## config.mk

```make
export PLATFORM = sky130hd
export DESIGN_NAME = isa_attr_regs
export DESIGN_NICKNAME = d
export VERILOG_FILES = /design/src/isa_attr_pkg.sv /design/src/isa_attr_regs.sv /design/src/isa_attr_values.sv
export SDC_FILE = /design/constraint.sdc
export NUM_CORES = 1
export LEC_CHECK = 0
export ABC_AREA = 1
export ABC_CLOCK_PERIOD_IN_PS = 1250
export BUFFER_PORTS_ARGS = -buffer_cell sky130_fd_sc_hd__buf_4
export CAP_MARGIN = 30
export CORE_MARGIN = 4
export CORE_UTILIZATION = 39
export CTS_BUF_LIST = sky130_fd_sc_hd__clkbuf_8
export CTS_CLUSTER_DIAMETER = 150
export DETAILED_ROUTE_END_ITERATION = 7
export GPL_ROUTABILITY_DRIVEN = 0
export PLACE_DENSITY = 0.77
export SYNTH_ARGS = -nofsm -noshare
export SYNTH_HDL_FRONTEND = slang
export SYNTH_SLANG_ARGS = --single-unit
```

## constraint.sdc

```tcl
create_clock -name clk -period 1.25 [get_ports clk]
set_clock_uncertainty 0.15 [all_clocks]
set_input_delay 0.125 -clock clk [delete_from_list [all_inputs] [get_ports clk]]
set_output_delay 0.125 -clock clk [all_outputs]
set_load 0.01 [all_outputs]
```

## src/isa_attr_pkg.sv

```systemverilog
// Constants for the instruction-set attribute identification registers
package isa_attr_pkg;
   // Coprocessor coordinates of the attribute registers
   localparam logic [2:0] ISA_OPC1      = 3'h0;
   localparam logic [3:0] ISA_CRN       = 4'h0;
   localparam logic [3:0] ISA_CRM       = 4'h2;
   localparam logic [2:0] ISA_OPC2_ATR0 = 3'h0;
   localparam logic [2:0] ISA_OPC2_ATR1 = 3'h1;
   // Privilege levels, two bits, first_privilege_level and above may read
   localparam logic [1:0] ISA_PL_FIRST  = 2'h1;
   // Field positions of instr_set_attributes_0 (low bit of each nibble)
   localparam int ISA_F_RSVD   = 28;
   localparam int ISA_F_DIVIDE = 24;
   localparam int ISA_F_DEBUG  = 20;
   localparam int ISA_F_COPROC = 16;
   localparam int ISA_F_CMPBR  = 12;
   localparam int ISA_F_BITFLD = 8;
   localparam int ISA_F_BITCNT = 4;
   localparam int ISA_F_SWAP   = 0;
   // Field values of instr_set_attributes_0
   localparam logic [3:0] ISA_V_RSVD   = 4'h0;
   localparam logic [3:0] ISA_V_DIVIDE = 4'h2;
   localparam logic [3:0] ISA_V_DEBUG  = 4'h1;
   localparam logic [3:0] ISA_V_COPROC = 4'h0;
   localparam logic [3:0] ISA_V_CMPBR  = 4'h1;
   localparam logic [3:0] ISA_V_BITFLD = 4'h1;
   localparam logic [3:0] ISA_V_BITCNT = 4'h1;
   localparam logic [3:0] ISA_V_SWAP   = 4'h0;
   // Whole value of instr_set_attributes_1
   localparam logic [31:0] ISA_ATR1_VALUE = 32'h13112111;
   // Reset values of the answer side
   localparam logic [31:0] ISA_DATA_RST = 32'h00000000;
   // Swap sequencer states
   typedef enum logic [1:0] {ISA_SW_IDLE, ISA_SW_READ, ISA_SW_WRITE} isa_swap_state_t;
endpackage

```

## src/isa_attr_regs.sv

```systemverilog
// Attribute identification registers with coprocessor read port and swap sequencer
//
// Contract
// [RULE1] Reads allowed only at first privilege level up
// [RULE2] Register 0 read-only, one copy both states
// [RULE3] Registers present in every build
// [RULE4] Divide field bits 27:24 read 0x2
// [RULE5] Breakpoint field bits 23:20 read 0x1
// [RULE6] Coprocessor field bits 19:16 read 0x0
// [RULE7] Compare-branch field bits 15:12 read 0x1
// [RULE8] Bit-field field bits 11:8 read 0x1
// [RULE9] Bit-count field bits 7:4 read 0x1
// [RULE10] Swap field bits 3:0 read 0x0
// [RULE11] Enabled swap: read then write, unlocked
// [RULE12] Software reads with opc1 0, c0, c2, 0
// [RULE13] Register 1 read-only, shared, privileged
// [RULE14] Bits 31:28 zero; writes have no effect
`timescale 1ns/1ps
`default_nettype none
module isa_attr_regs
   import isa_attr_pkg::*;
(
   input  wire logic        clk,
   input  wire logic        rst_b,
   // System coprocessor access
   input  wire logic        cp_req,
   input  wire logic        cp_write,
   input  wire logic [2:0]  cp_opc1,
   input  wire logic [3:0]  cp_crn,
   input  wire logic [3:0]  cp_crm,
   input  wire logic [2:0]  cp_opc2,
   input  wire logic [1:0]  cp_priv,
   input  wire logic        cp_secure,
   output logic             cp_ack,
   output logic             cp_hit,
   output logic             cp_undef,
   output logic [31:0]      cp_rdata,
   // Swap instruction request
   input  wire logic        swap_req,
   input  wire logic        swap_byte,
   input  wire logic        swap_enable,
   input  wire logic [31:0] swap_addr,
   input  wire logic [31:0] swap_wdata,
   output logic             swap_done,
   output logic             swap_undef,
   output logic [31:0]      swap_rdata,
   // Memory bus used by the swap
   output logic             mem_req,
   output logic             mem_we,
   output logic             mem_byte,
   output logic             mem_lock,
   output logic [31:0]      mem_addr,
   output logic [31:0]      mem_wdata,
   input  wire logic        mem_ack,
   input  wire logic [31:0] mem_rdata
);
   // Values are hard constants; nothing to configure away. see [RULE3]
   wire logic [31:0] attr0_word;
   wire logic [31:0] attr1_word;

   isa_attr_values u_values (
      .attr0_word (attr0_word),
      .attr1_word (attr1_word)
   );

   // Coordinate decode
   wire logic coord_base = (cp_opc1 == ISA_OPC1) && (cp_crn == ISA_CRN)
                         && (cp_crm == ISA_CRM);                        // see [RULE12]
   wire logic sel_atr0   = coord_base && (cp_opc2 == ISA_OPC2_ATR0);
   wire logic sel_atr1   = coord_base && (cp_opc2 == ISA_OPC2_ATR1);
   wire logic sel_any    = sel_atr0 || sel_atr1;
   wire logic priv_ok    = (cp_priv >= ISA_PL_FIRST);                   // see [RULE1] [RULE13]
   // Security state does not select a bank: one shared copy
   wire logic sec_unused = cp_secure;                                   // see [RULE2] [RULE13]
   wire logic [31:0] rd_mux = sel_atr0 ? attr0_word :
                              sel_atr1 ? attr1_word : ISA_DATA_RST;
   // Writes return no data and change nothing
   wire logic rd_ok = sel_any && priv_ok && !cp_write && !sec_unused | (sel_any && priv_ok
                      && !cp_write && sec_unused);                      // see [RULE14]

   logic        cp_ack_r, cp_hit_r, cp_undef_r;
   logic [31:0] cp_rdata_r;

   always_ff @(posedge clk) begin
      if (!rst_b) begin
         cp_ack_r   <= 1'b0;
         cp_hit_r   <= 1'b0;
         cp_undef_r <= 1'b0;
         cp_rdata_r <= ISA_DATA_RST;
      end else begin
         cp_ack_r   <= cp_req && sel_any;
         cp_hit_r   <= cp_req && sel_any;
         cp_undef_r <= cp_req && sel_any && !priv_ok;                   // see [RULE1]
         cp_rdata_r <= (cp_req && rd_ok) ? rd_mux : ISA_DATA_RST;       // see [RULE2] [RULE14]
      end
   end

   assign cp_ack   = cp_ack_r;
   assign cp_hit   = cp_hit_r;
   assign cp_undef = cp_undef_r;
   assign cp_rdata = cp_rdata_r;

   // Swap sequencer: two separate transfers, lock never raised, so
   // other masters may slip in between. Not atomic by design.
   isa_swap_state_t sw_state_r, sw_state_nxt;
   logic        mem_req_r, mem_we_r, mem_byte_r, mem_lock_r;
   logic [31:0] mem_addr_r, mem_wdata_r;
   logic        swap_done_r, swap_undef_r;
   logic [31:0] swap_rdata_r;

   wire logic start_ok  = (sw_state_r == ISA_SW_IDLE) && swap_req && swap_enable;
   wire logic start_bad = (sw_state_r == ISA_SW_IDLE) && swap_req && !swap_enable;
   wire logic rd_done   = (sw_state_r == ISA_SW_READ) && mem_ack;
   wire logic wr_done   = (sw_state_r == ISA_SW_WRITE) && mem_ack;

   always_comb begin
      sw_state_nxt = sw_state_r;
      case (sw_state_r)
         ISA_SW_IDLE:  if (start_ok) sw_state_nxt = ISA_SW_READ;       // see [RULE11]
         ISA_SW_READ:  if (mem_ack) sw_state_nxt = ISA_SW_WRITE;       // see [RULE11]
         ISA_SW_WRITE: if (mem_ack) sw_state_nxt = ISA_SW_IDLE;
         default:      sw_state_nxt = ISA_SW_IDLE;
      endcase
   end

   always_ff @(posedge clk) begin
      if (!rst_b) begin
         sw_state_r   <= ISA_SW_IDLE;
         mem_req_r    <= 1'b0;
         mem_we_r     <= 1'b0;
         mem_byte_r   <= 1'b0;
         mem_lock_r   <= 1'b0;
         mem_addr_r   <= ISA_DATA_RST;
         mem_wdata_r  <= ISA_DATA_RST;
         swap_done_r  <= 1'b0;
         swap_undef_r <= 1'b0;
         swap_rdata_r <= ISA_DATA_RST;
      end else begin
         sw_state_r   <= sw_state_nxt;
         mem_lock_r   <= 1'b0;                                          // see [RULE11]
         swap_done_r  <= wr_done || start_bad;
         swap_undef_r <= start_bad;
         if (start_ok) begin
            mem_req_r   <= 1'b1;
            mem_we_r    <= 1'b0;
            mem_byte_r  <= swap_byte;
            mem_addr_r  <= swap_addr;
            mem_wdata_r <= swap_wdata;
         end else if (rd_done) begin
            mem_we_r     <= 1'b1;                                       // see [RULE11]
            swap_rdata_r <= mem_rdata;
         end else if (wr_done) begin
            mem_req_r <= 1'b0;
            mem_we_r  <= 1'b0;
         end
      end
   end

   assign mem_req    = mem_req_r;
   assign mem_we     = mem_we_r;
   assign mem_byte   = mem_byte_r;
   assign mem_lock   = mem_lock_r;
   assign mem_addr   = mem_addr_r;
   assign mem_wdata  = mem_wdata_r;
   assign swap_done  = swap_done_r;
   assign swap_undef = swap_undef_r;
   assign swap_rdata = swap_rdata_r;
endmodule // isa_attr_regs
`default_nettype wire

```

## src/isa_attr_values.sv

```systemverilog
// Fixed attribute words: word 0 assembled from its fields, word 1 a whole constant
`timescale 1ns/1ps
`default_nettype none
module isa_attr_values
   import isa_attr_pkg::*;
#(
   parameter logic [3:0] DIVIDE_VAL = ISA_V_DIVIDE,
   parameter logic [3:0] DEBUG_VAL  = ISA_V_DEBUG,
   parameter logic [3:0] COPROC_VAL = ISA_V_COPROC,
   parameter logic [3:0] CMPBR_VAL  = ISA_V_CMPBR,
   parameter logic [3:0] BITFLD_VAL = ISA_V_BITFLD,
   parameter logic [3:0] BITCNT_VAL = ISA_V_BITCNT,
   parameter logic [3:0] SWAP_VAL   = ISA_V_SWAP
) (
   output wire logic [31:0] attr0_word,
   output wire logic [31:0] attr1_word
);
   function automatic logic [31:0] place(input logic [3:0] v, input int pos);
      place = {28'h0000000, v} << pos;
   endfunction

   assign attr0_word = place(ISA_V_RSVD, ISA_F_RSVD)    // Reserved, reads zero; see [RULE14]
                     | place(DIVIDE_VAL, ISA_F_DIVIDE)  // see [RULE4]
                     | place(DEBUG_VAL, ISA_F_DEBUG)    // see [RULE5]
                     | place(COPROC_VAL, ISA_F_COPROC)  // see [RULE6]
                     | place(CMPBR_VAL, ISA_F_CMPBR)    // see [RULE7]
                     | place(BITFLD_VAL, ISA_F_BITFLD)  // see [RULE8]
                     | place(BITCNT_VAL, ISA_F_BITCNT)  // see [RULE9]
                     | place(SWAP_VAL, ISA_F_SWAP);     // see [RULE10]
   assign attr1_word = ISA_ATR1_VALUE;                  // see [RULE13]
endmodule // isa_attr_values
`default_nettype wire

```

* Word level (Yosys, flattened, before mapping)
Cells that the tools add are included.
** Word-level totals
- Bits in registers :: 134
- Input port bits :: 121
- Output and inout port bits :: 137
- Word-level logic and storage cells :: 70
** Operators by class
- Magnitude comparators :: 1
- Equality and inequality tests :: 8
- Multiplexer cells :: 10
- Bitwise operators :: 4
- Reduce and logical (&&, ||, !) cells :: 34
** Operators by type and width (number)
- 29-bit two-way mux :: 1
- 26-bit two-way mux :: 1
- 1-bit logical AND :: 16
- 2-bit inequality test, second input constant :: 4
- 3-bit logical NOT :: 2
- 2-bit two-way mux :: 3
- 2-bit one-hot mux with 3 select lines :: 1
- 2-bit AND reduction :: 3
- 4-bit by 2-bit == test with 1-bit output, second input constant :: 1
- 1-bit logical NOT :: 4
- 4-bit logical NOT :: 1
- 1-bit two-way mux :: 4
- 2-bit nonzero test :: 2
- 3-bit by 1-bit == test with 1-bit output, second input constant :: 1
- 1-bit inverter :: 3
- 3-bit AND reduction :: 1
- 3-bit OR reduction :: 1
- 2-bit by 1-bit == test with 1-bit output, second input constant :: 1
- 2-bit == test, second input constant :: 1
- 2-bit by 1-bit >= comparator with 1-bit output, second input constant :: 1
- 2-bit logical NOT :: 1
- 1-bit logical OR :: 2
- 2-bit OR reduction :: 1
- 1-bit OR :: 1

* Depth between registers and ports, before layout
- Depth after elaboration :: 13
- Depth in mapped cells :: 7
- Mapped depth without buffers :: 5

* Modules after synthesis
Synthesis repeated with hierarchy kept, for this count alone.
** Second synthesis, totals
- Cells, all modules :: 690
- Area total of the unflattened synthesis :: 5579.1 µm²
** Modules (own cells, without submodules)
- isa_attr_regs :: instances 1, cells an instance 624, area each 5091.1 µm²
- isa_attr_values :: instances 1, cells an instance 66, area each 488.0 µm²

* Worst setup path after synthesis
Ideal clock, no wire load.
- Path type :: flip-flop to flip-flop
- Start point :: reg sw_state_r[1]
- End point :: reg mem_addr_r[10], in the netlist mem_addr[10]
- Library setup time :: 0.132 ns
- Data arrival time :: 1.030 ns
- Slack :: -0.063 ns
- Stages on the path, launching flop included :: 7
- Buffers on the path :: 2
- Period minus slack after synthesis :: 1.313 ns
- Path through :: dfxtp_1 > nor2_1 > nand3_2 > buf_2 > buf_4 > nand2_1 > a21oi_1
** On the way
- Word-level cells in the longest chain between the ends :: 3
** RTL lines
- from (decl) :: line isa_attr_regs.sv:105 : isa_swap_state_t sw_state_r, sw_state_nxt;
- from (signal assigned) :: line isa_attr_regs.sv:139 : sw_state_r <= sw_state_nxt;
- 2-bit logical NOT :: line isa_attr_regs.sv:111 : wire logic start_ok = (sw_state_r == ISA_SW_IDLE) && swap_req && swap_enable;
- 1-bit logical AND (2 in series) :: line isa_attr_regs.sv:111
- to (signal assigned) :: line isa_attr_regs.sv:147 : mem_addr_r <= swap_addr;
- to (decl) :: line isa_attr_regs.sv:107 : logic [31:0] mem_addr_r, mem_wdata_r;
No other way between the ends.
A chain may end at the register's enable or synchronous reset.

* Worst setup path in the final report
- Start point :: in cp_opc2[2]
- End point :: reg cp_rdata_r[12], in the netlist cp_rdata[12]
** On the way
- Word-level cells in the longest chain between the ends :: 10
** RTL lines
- from (decl) :: line isa_attr_regs.sv:31 : input wire logic [2:0] cp_opc2,
- 3-bit by 1-bit == test with 1-bit output / 3-bit logical NOT (equally long branches) :: line isa_attr_regs.sv:70, isa_attr_regs.sv:69
- 1-bit logical AND (on tied branches) :: line isa_attr_regs.sv:70, isa_attr_regs.sv:69
- 1-bit logical OR :: line isa_attr_regs.sv:71 : wire logic sel_any = sel_atr0 || sel_atr1;
- 1-bit logical AND :: line isa_attr_regs.sv:78 : wire logic rd_ok = sel_any && priv_ok && !cp_write && !sec_unused | (sel_any && priv_ok
- 1-bit logical AND :: line isa_attr_regs.sv:78, isa_attr_regs.sv:79
- 1-bit logical AND :: line isa_attr_regs.sv:79 : && !cp_write && sec_unused);
- 1-bit OR :: line isa_attr_regs.sv:78
- 1-bit logical AND :: line isa_attr_regs.sv:78
- 1-bit logical AND :: line isa_attr_regs.sv:94 : cp_rdata_r <= (cp_req && rd_ok) ? rd_mux : ISA_DATA_RST;
- 2-bit AND reduction (no line)
- to (signal assigned) :: line isa_attr_regs.sv:94
- to (decl) :: line isa_attr_regs.sv:82 : logic [31:0] cp_rdata_r;
Parallel ways exist; a longest one is shown, timed or not.

==> impl_metrics.env <==
export IMPL_arrival_ns=1.63
export IMPL_postRouteAntennaNets=0
export IMPL_synth_top_family_by_area="compound AO/OA/AOI/OAI gates"
export IMPL_min_path_type="in -> reg"
export IMPL_setup_viol=105
export IMPL_path_class="in -> reg"
export IMPL_power_leakage_nw=3.601
export IMPL_crit_path_end_kind="flip-flop"
export IMPL_hold_slack_ns=-0.05944
export IMPL_pwr_share_comb_pct=22.6
export IMPL_drc=0
export IMPL_synth_xor_area_share_pct=0
export IMPL_drt_vias_per_instance=5.098
export IMPL_vias=5067
export IMPL_switchingPower_mw=2.181
export IMPL_fin_nets=976
export IMPL_synth_compound_area_share_pct=16.70
export IMPL_peakVddDrop_uv=765.5
export IMPL_dpl_hpwl_um=9107
export IMPL_synth_ff_type="dfxtp_1"
export IMPL_pwr_share_seq_pct=45.7
export IMPL_yosys_area_share_adder_pct=0
export IMPL_rsz0062_at_grt="yes"
export IMPL_hold_viol=3
export IMPL_grt_ovfl_total=0
export IMPL_ctsHtreeMaxLevel=3
export IMPL_cp_max_fo=3
export IMPL_top_level_ports=258
export IMPL_dp_cells=853
export IMPL_initial_core_util_pct=40.64
export IMPL_die_width_um=109.8
export IMPL_grt_max_degree=37
export IMPL_cts_made_buffers=9
export IMPL_synth_edff_count=0
export IMPL_fin_cells=994
export IMPL_muxShareOfSynthArea_pct=0
export IMPL_io_buffers=233
export IMPL_min_period_ns=1.480
export IMPL_detail_route_first_pass_iterations=5
export IMPL_status="finished with violations"
export IMPL_synth_common_cells="138 x nand2_1, 108 x dfxtp_1, 103 x a21oi_1"
export IMPL_slew_viol_final=0
export IMPL_cts_clk_slew_worst_paths_ns=0.11
export IMPL_cp_required_ns=1.40
export IMPL_p_per_area_nw_per_um2=993.5
export IMPL_switching_share_pct=26.97
export IMPL_synth_most_common_cell="nand2_1"
export IMPL_cts_root_buf="clkbuf_8"
export IMPL_syn_avg_cell_area_um2=7.932
export IMPL_clk_latency_ns=0.37
export IMPL_clock_sinks=108
export IMPL_synth_warning_count=0
export IMPL_fin_crit_sh_pct=118.4
export IMPL_tritoncts="done"
export IMPL_area_delta_synth_final_pct=101.2
export IMPL_clock_fmax_mhz=675.6
export IMPL_wl_per_cell_um=19.70
export IMPL_grt_pass1_wl_um=25050
export IMPL_intPower_mw=5.906
export IMPL_cp_start_kind="input pin"
export IMPL_grt_usage_pct=27.21
export IMPL_syn_area_um2=4045
export IMPL_yosys_area_share_simple_pct=15.62
export IMPL_fp_dieH_um=109.8
export IMPL_synthDistinctLibCells=20
export IMPL_ys_ff_latch=108
export IMPL_routed_wl_um=19580
export IMPL_num_rows=36
export IMPL_synth_top_area_share_pct=53.45
export IMPL_grt_pass1_vias=5009
export IMPL_core_um2=9955
export IMPL_drtIter0Drc=287
export IMPL_pwr_share_clk_pct=31.7
export IMPL_dieArea_um2=12070
export IMPL_setup_slack_ns=-0.2302
export IMPL_yosysSeqAreaShare_pct=53.45
export IMPL_drive_gt1_share_pct=48.84
export IMPL_cap_violations=0
export IMPL_cts_buffer_depth=2
export IMPL_antenna_found_initial=1
export IMPL_violations="hold timing, setup timing"
export IMPL_syn_inst=510
export IMPL_synth_area_leaders="dfxtp_1 53%, nand2_1 13%, a21oi_1 13%"
export IMPL_yosysTopAreaCell="dfxtp_1"
export IMPL_async_flop_share_pct=0
-- stage by stage --
step / utilization, % / power (mW) / setup slack (ns) / area [um2] / TNS (ns)
finish: 81.77 / 8.087 / -0.2302 / 8140 / -12.22
CTS: 75.80 / 7.791 / -0.1057 / 7546 / -5.110
global route: 81.77 / 8.386 / -0.3607 / 8140 / -17.02
global placement: 58.75 / 4.820 / -0.1042 / 5848 / -3.090
detailed placement: 58.75 / 4.852 / -0.1524 / 5848 / -5.829
floorplan: - / 4.262 / -0.01175 / 4145 / -0.5863
-- worst max-delay path, cell delays in order --
cell and delay (ns):
buf_4 0.11, dlygate4sd3_1 0.61, nor2_2 0.17, nor2b_4 0.19
nand4_1 0.21, nor2_1 0.22
-- metal layers --
metal | routed length (um) | track usage, %
met3 | 1777 | 8.045
met2 | 10110 | 49.00
met4 | 1393 | 17.90
met1 | 6303 | 26.81
met5 | 0 | 0
-- power by group through the flow --
stage | combinational [mW] | clock (mW) | sequential, mW
2_1_floorplan | 0.439 | 0 | 3.82
3_3_place_gp | 1.07 | 0 | 3.75
3_5_place_dp | 1.10 | 0 | 3.76
4_1_cts | 1.52 | 2.59 | 3.68
5_1_grt | 1.93 | 2.75 | 3.71
6_report | 1.83 | 2.56 | 3.70
-- registers in the layout (all words and copies together) (netlist names) --
| register | cells |
|---|---|
| swap_undef | 1 |
| mem_we | 1 |
| sw_state_r | 2 |
| cp_hit | 1 |
| mem_wdata | 32 |
| cp_rdata | 3 |
| mem_addr | 32 |
| mem_byte | 1 |
| mem_req | 1 |
| swap_rdata | 32 |
| swap_done | 1 |
| cp_undef | 1 |
-- worst paths after layout --
check | from | slack, ns | end | cells after the start
setup / recovery | cp_opc2[2] | -0.23 | cp_rdata[12] | 6
hold / removal | cp_crm[3] | -0.06 | cp_hit | 4
setup reg to reg | sw_state_r[0] | -0.18 | mem_addr[24] | 6
hold reg to reg | mem_wdata[29] | 0.32 | mem_wdata[29] | 2
-- placed cells by master (no fill, tap or decap), types with 2 or more instances in the layout --
| cell | instances |
|---|---|
| a21oi_1 | 43 |
| a21oi_2 | 58 |
| a21oi_4 | 2 |
| buf_12 | 10 |
| buf_16 | 4 |
| buf_4 | 240 |
| buf_6 | 8 |
| bufinv_16 | 3 |
| clkbuf_16 | 5 |
| clkbuf_8 | 9 |
| clkinv_4 | 2 |
| conb_1 | 23 |
| dfxtp_1 | 105 |
| dfxtp_2 | 2 |
| dlygate4sd3_1 | 107 |
| inv_1 | 40 |
| inv_2 | 2 |
| nand2_1 | 100 |
| nand2_2 | 24 |
| nand2_4 | 14 |
| nand3_1 | 5 |
| nand3_4 | 2 |
| nor2_1 | 9 |
| o21ai_1 | 4 |
| o21ai_2 | 23 |
| o21ai_4 | 5 |
-- what timing repair did --
action | 4_1_cts | 5_1_grt
hold buffers | 107 | 2
hold endpoints to repair | 108 | 4
pin swaps | 10 | 33
gates resized for setup | 83 | 131
setup buffers | 5 | 3
setup endpoints to repair | 99 | 105
gates cloned | 5 | 5
-- layout make-up --
type                            count  area [um2]
Sequential cell                   108        2168
Antenna cell                        1       2.502
Fill cell                         525        1814
Inverter                           42       170.2
Timing Repair Buffer              375        3413
Clock buffer                        9       123.9
Clock inverter                      7       116.4
Tap cell                          133       166.4
Multi-Input combinational cell    319        1979
-- kinds of logic after synthesis --
family	after synthesis
DFF	108
and+or+nand+nor	161
buffers and inverters	105
other	1
AOI/OAI and AO/OA	135
Power figures use the tool's default switching activity.
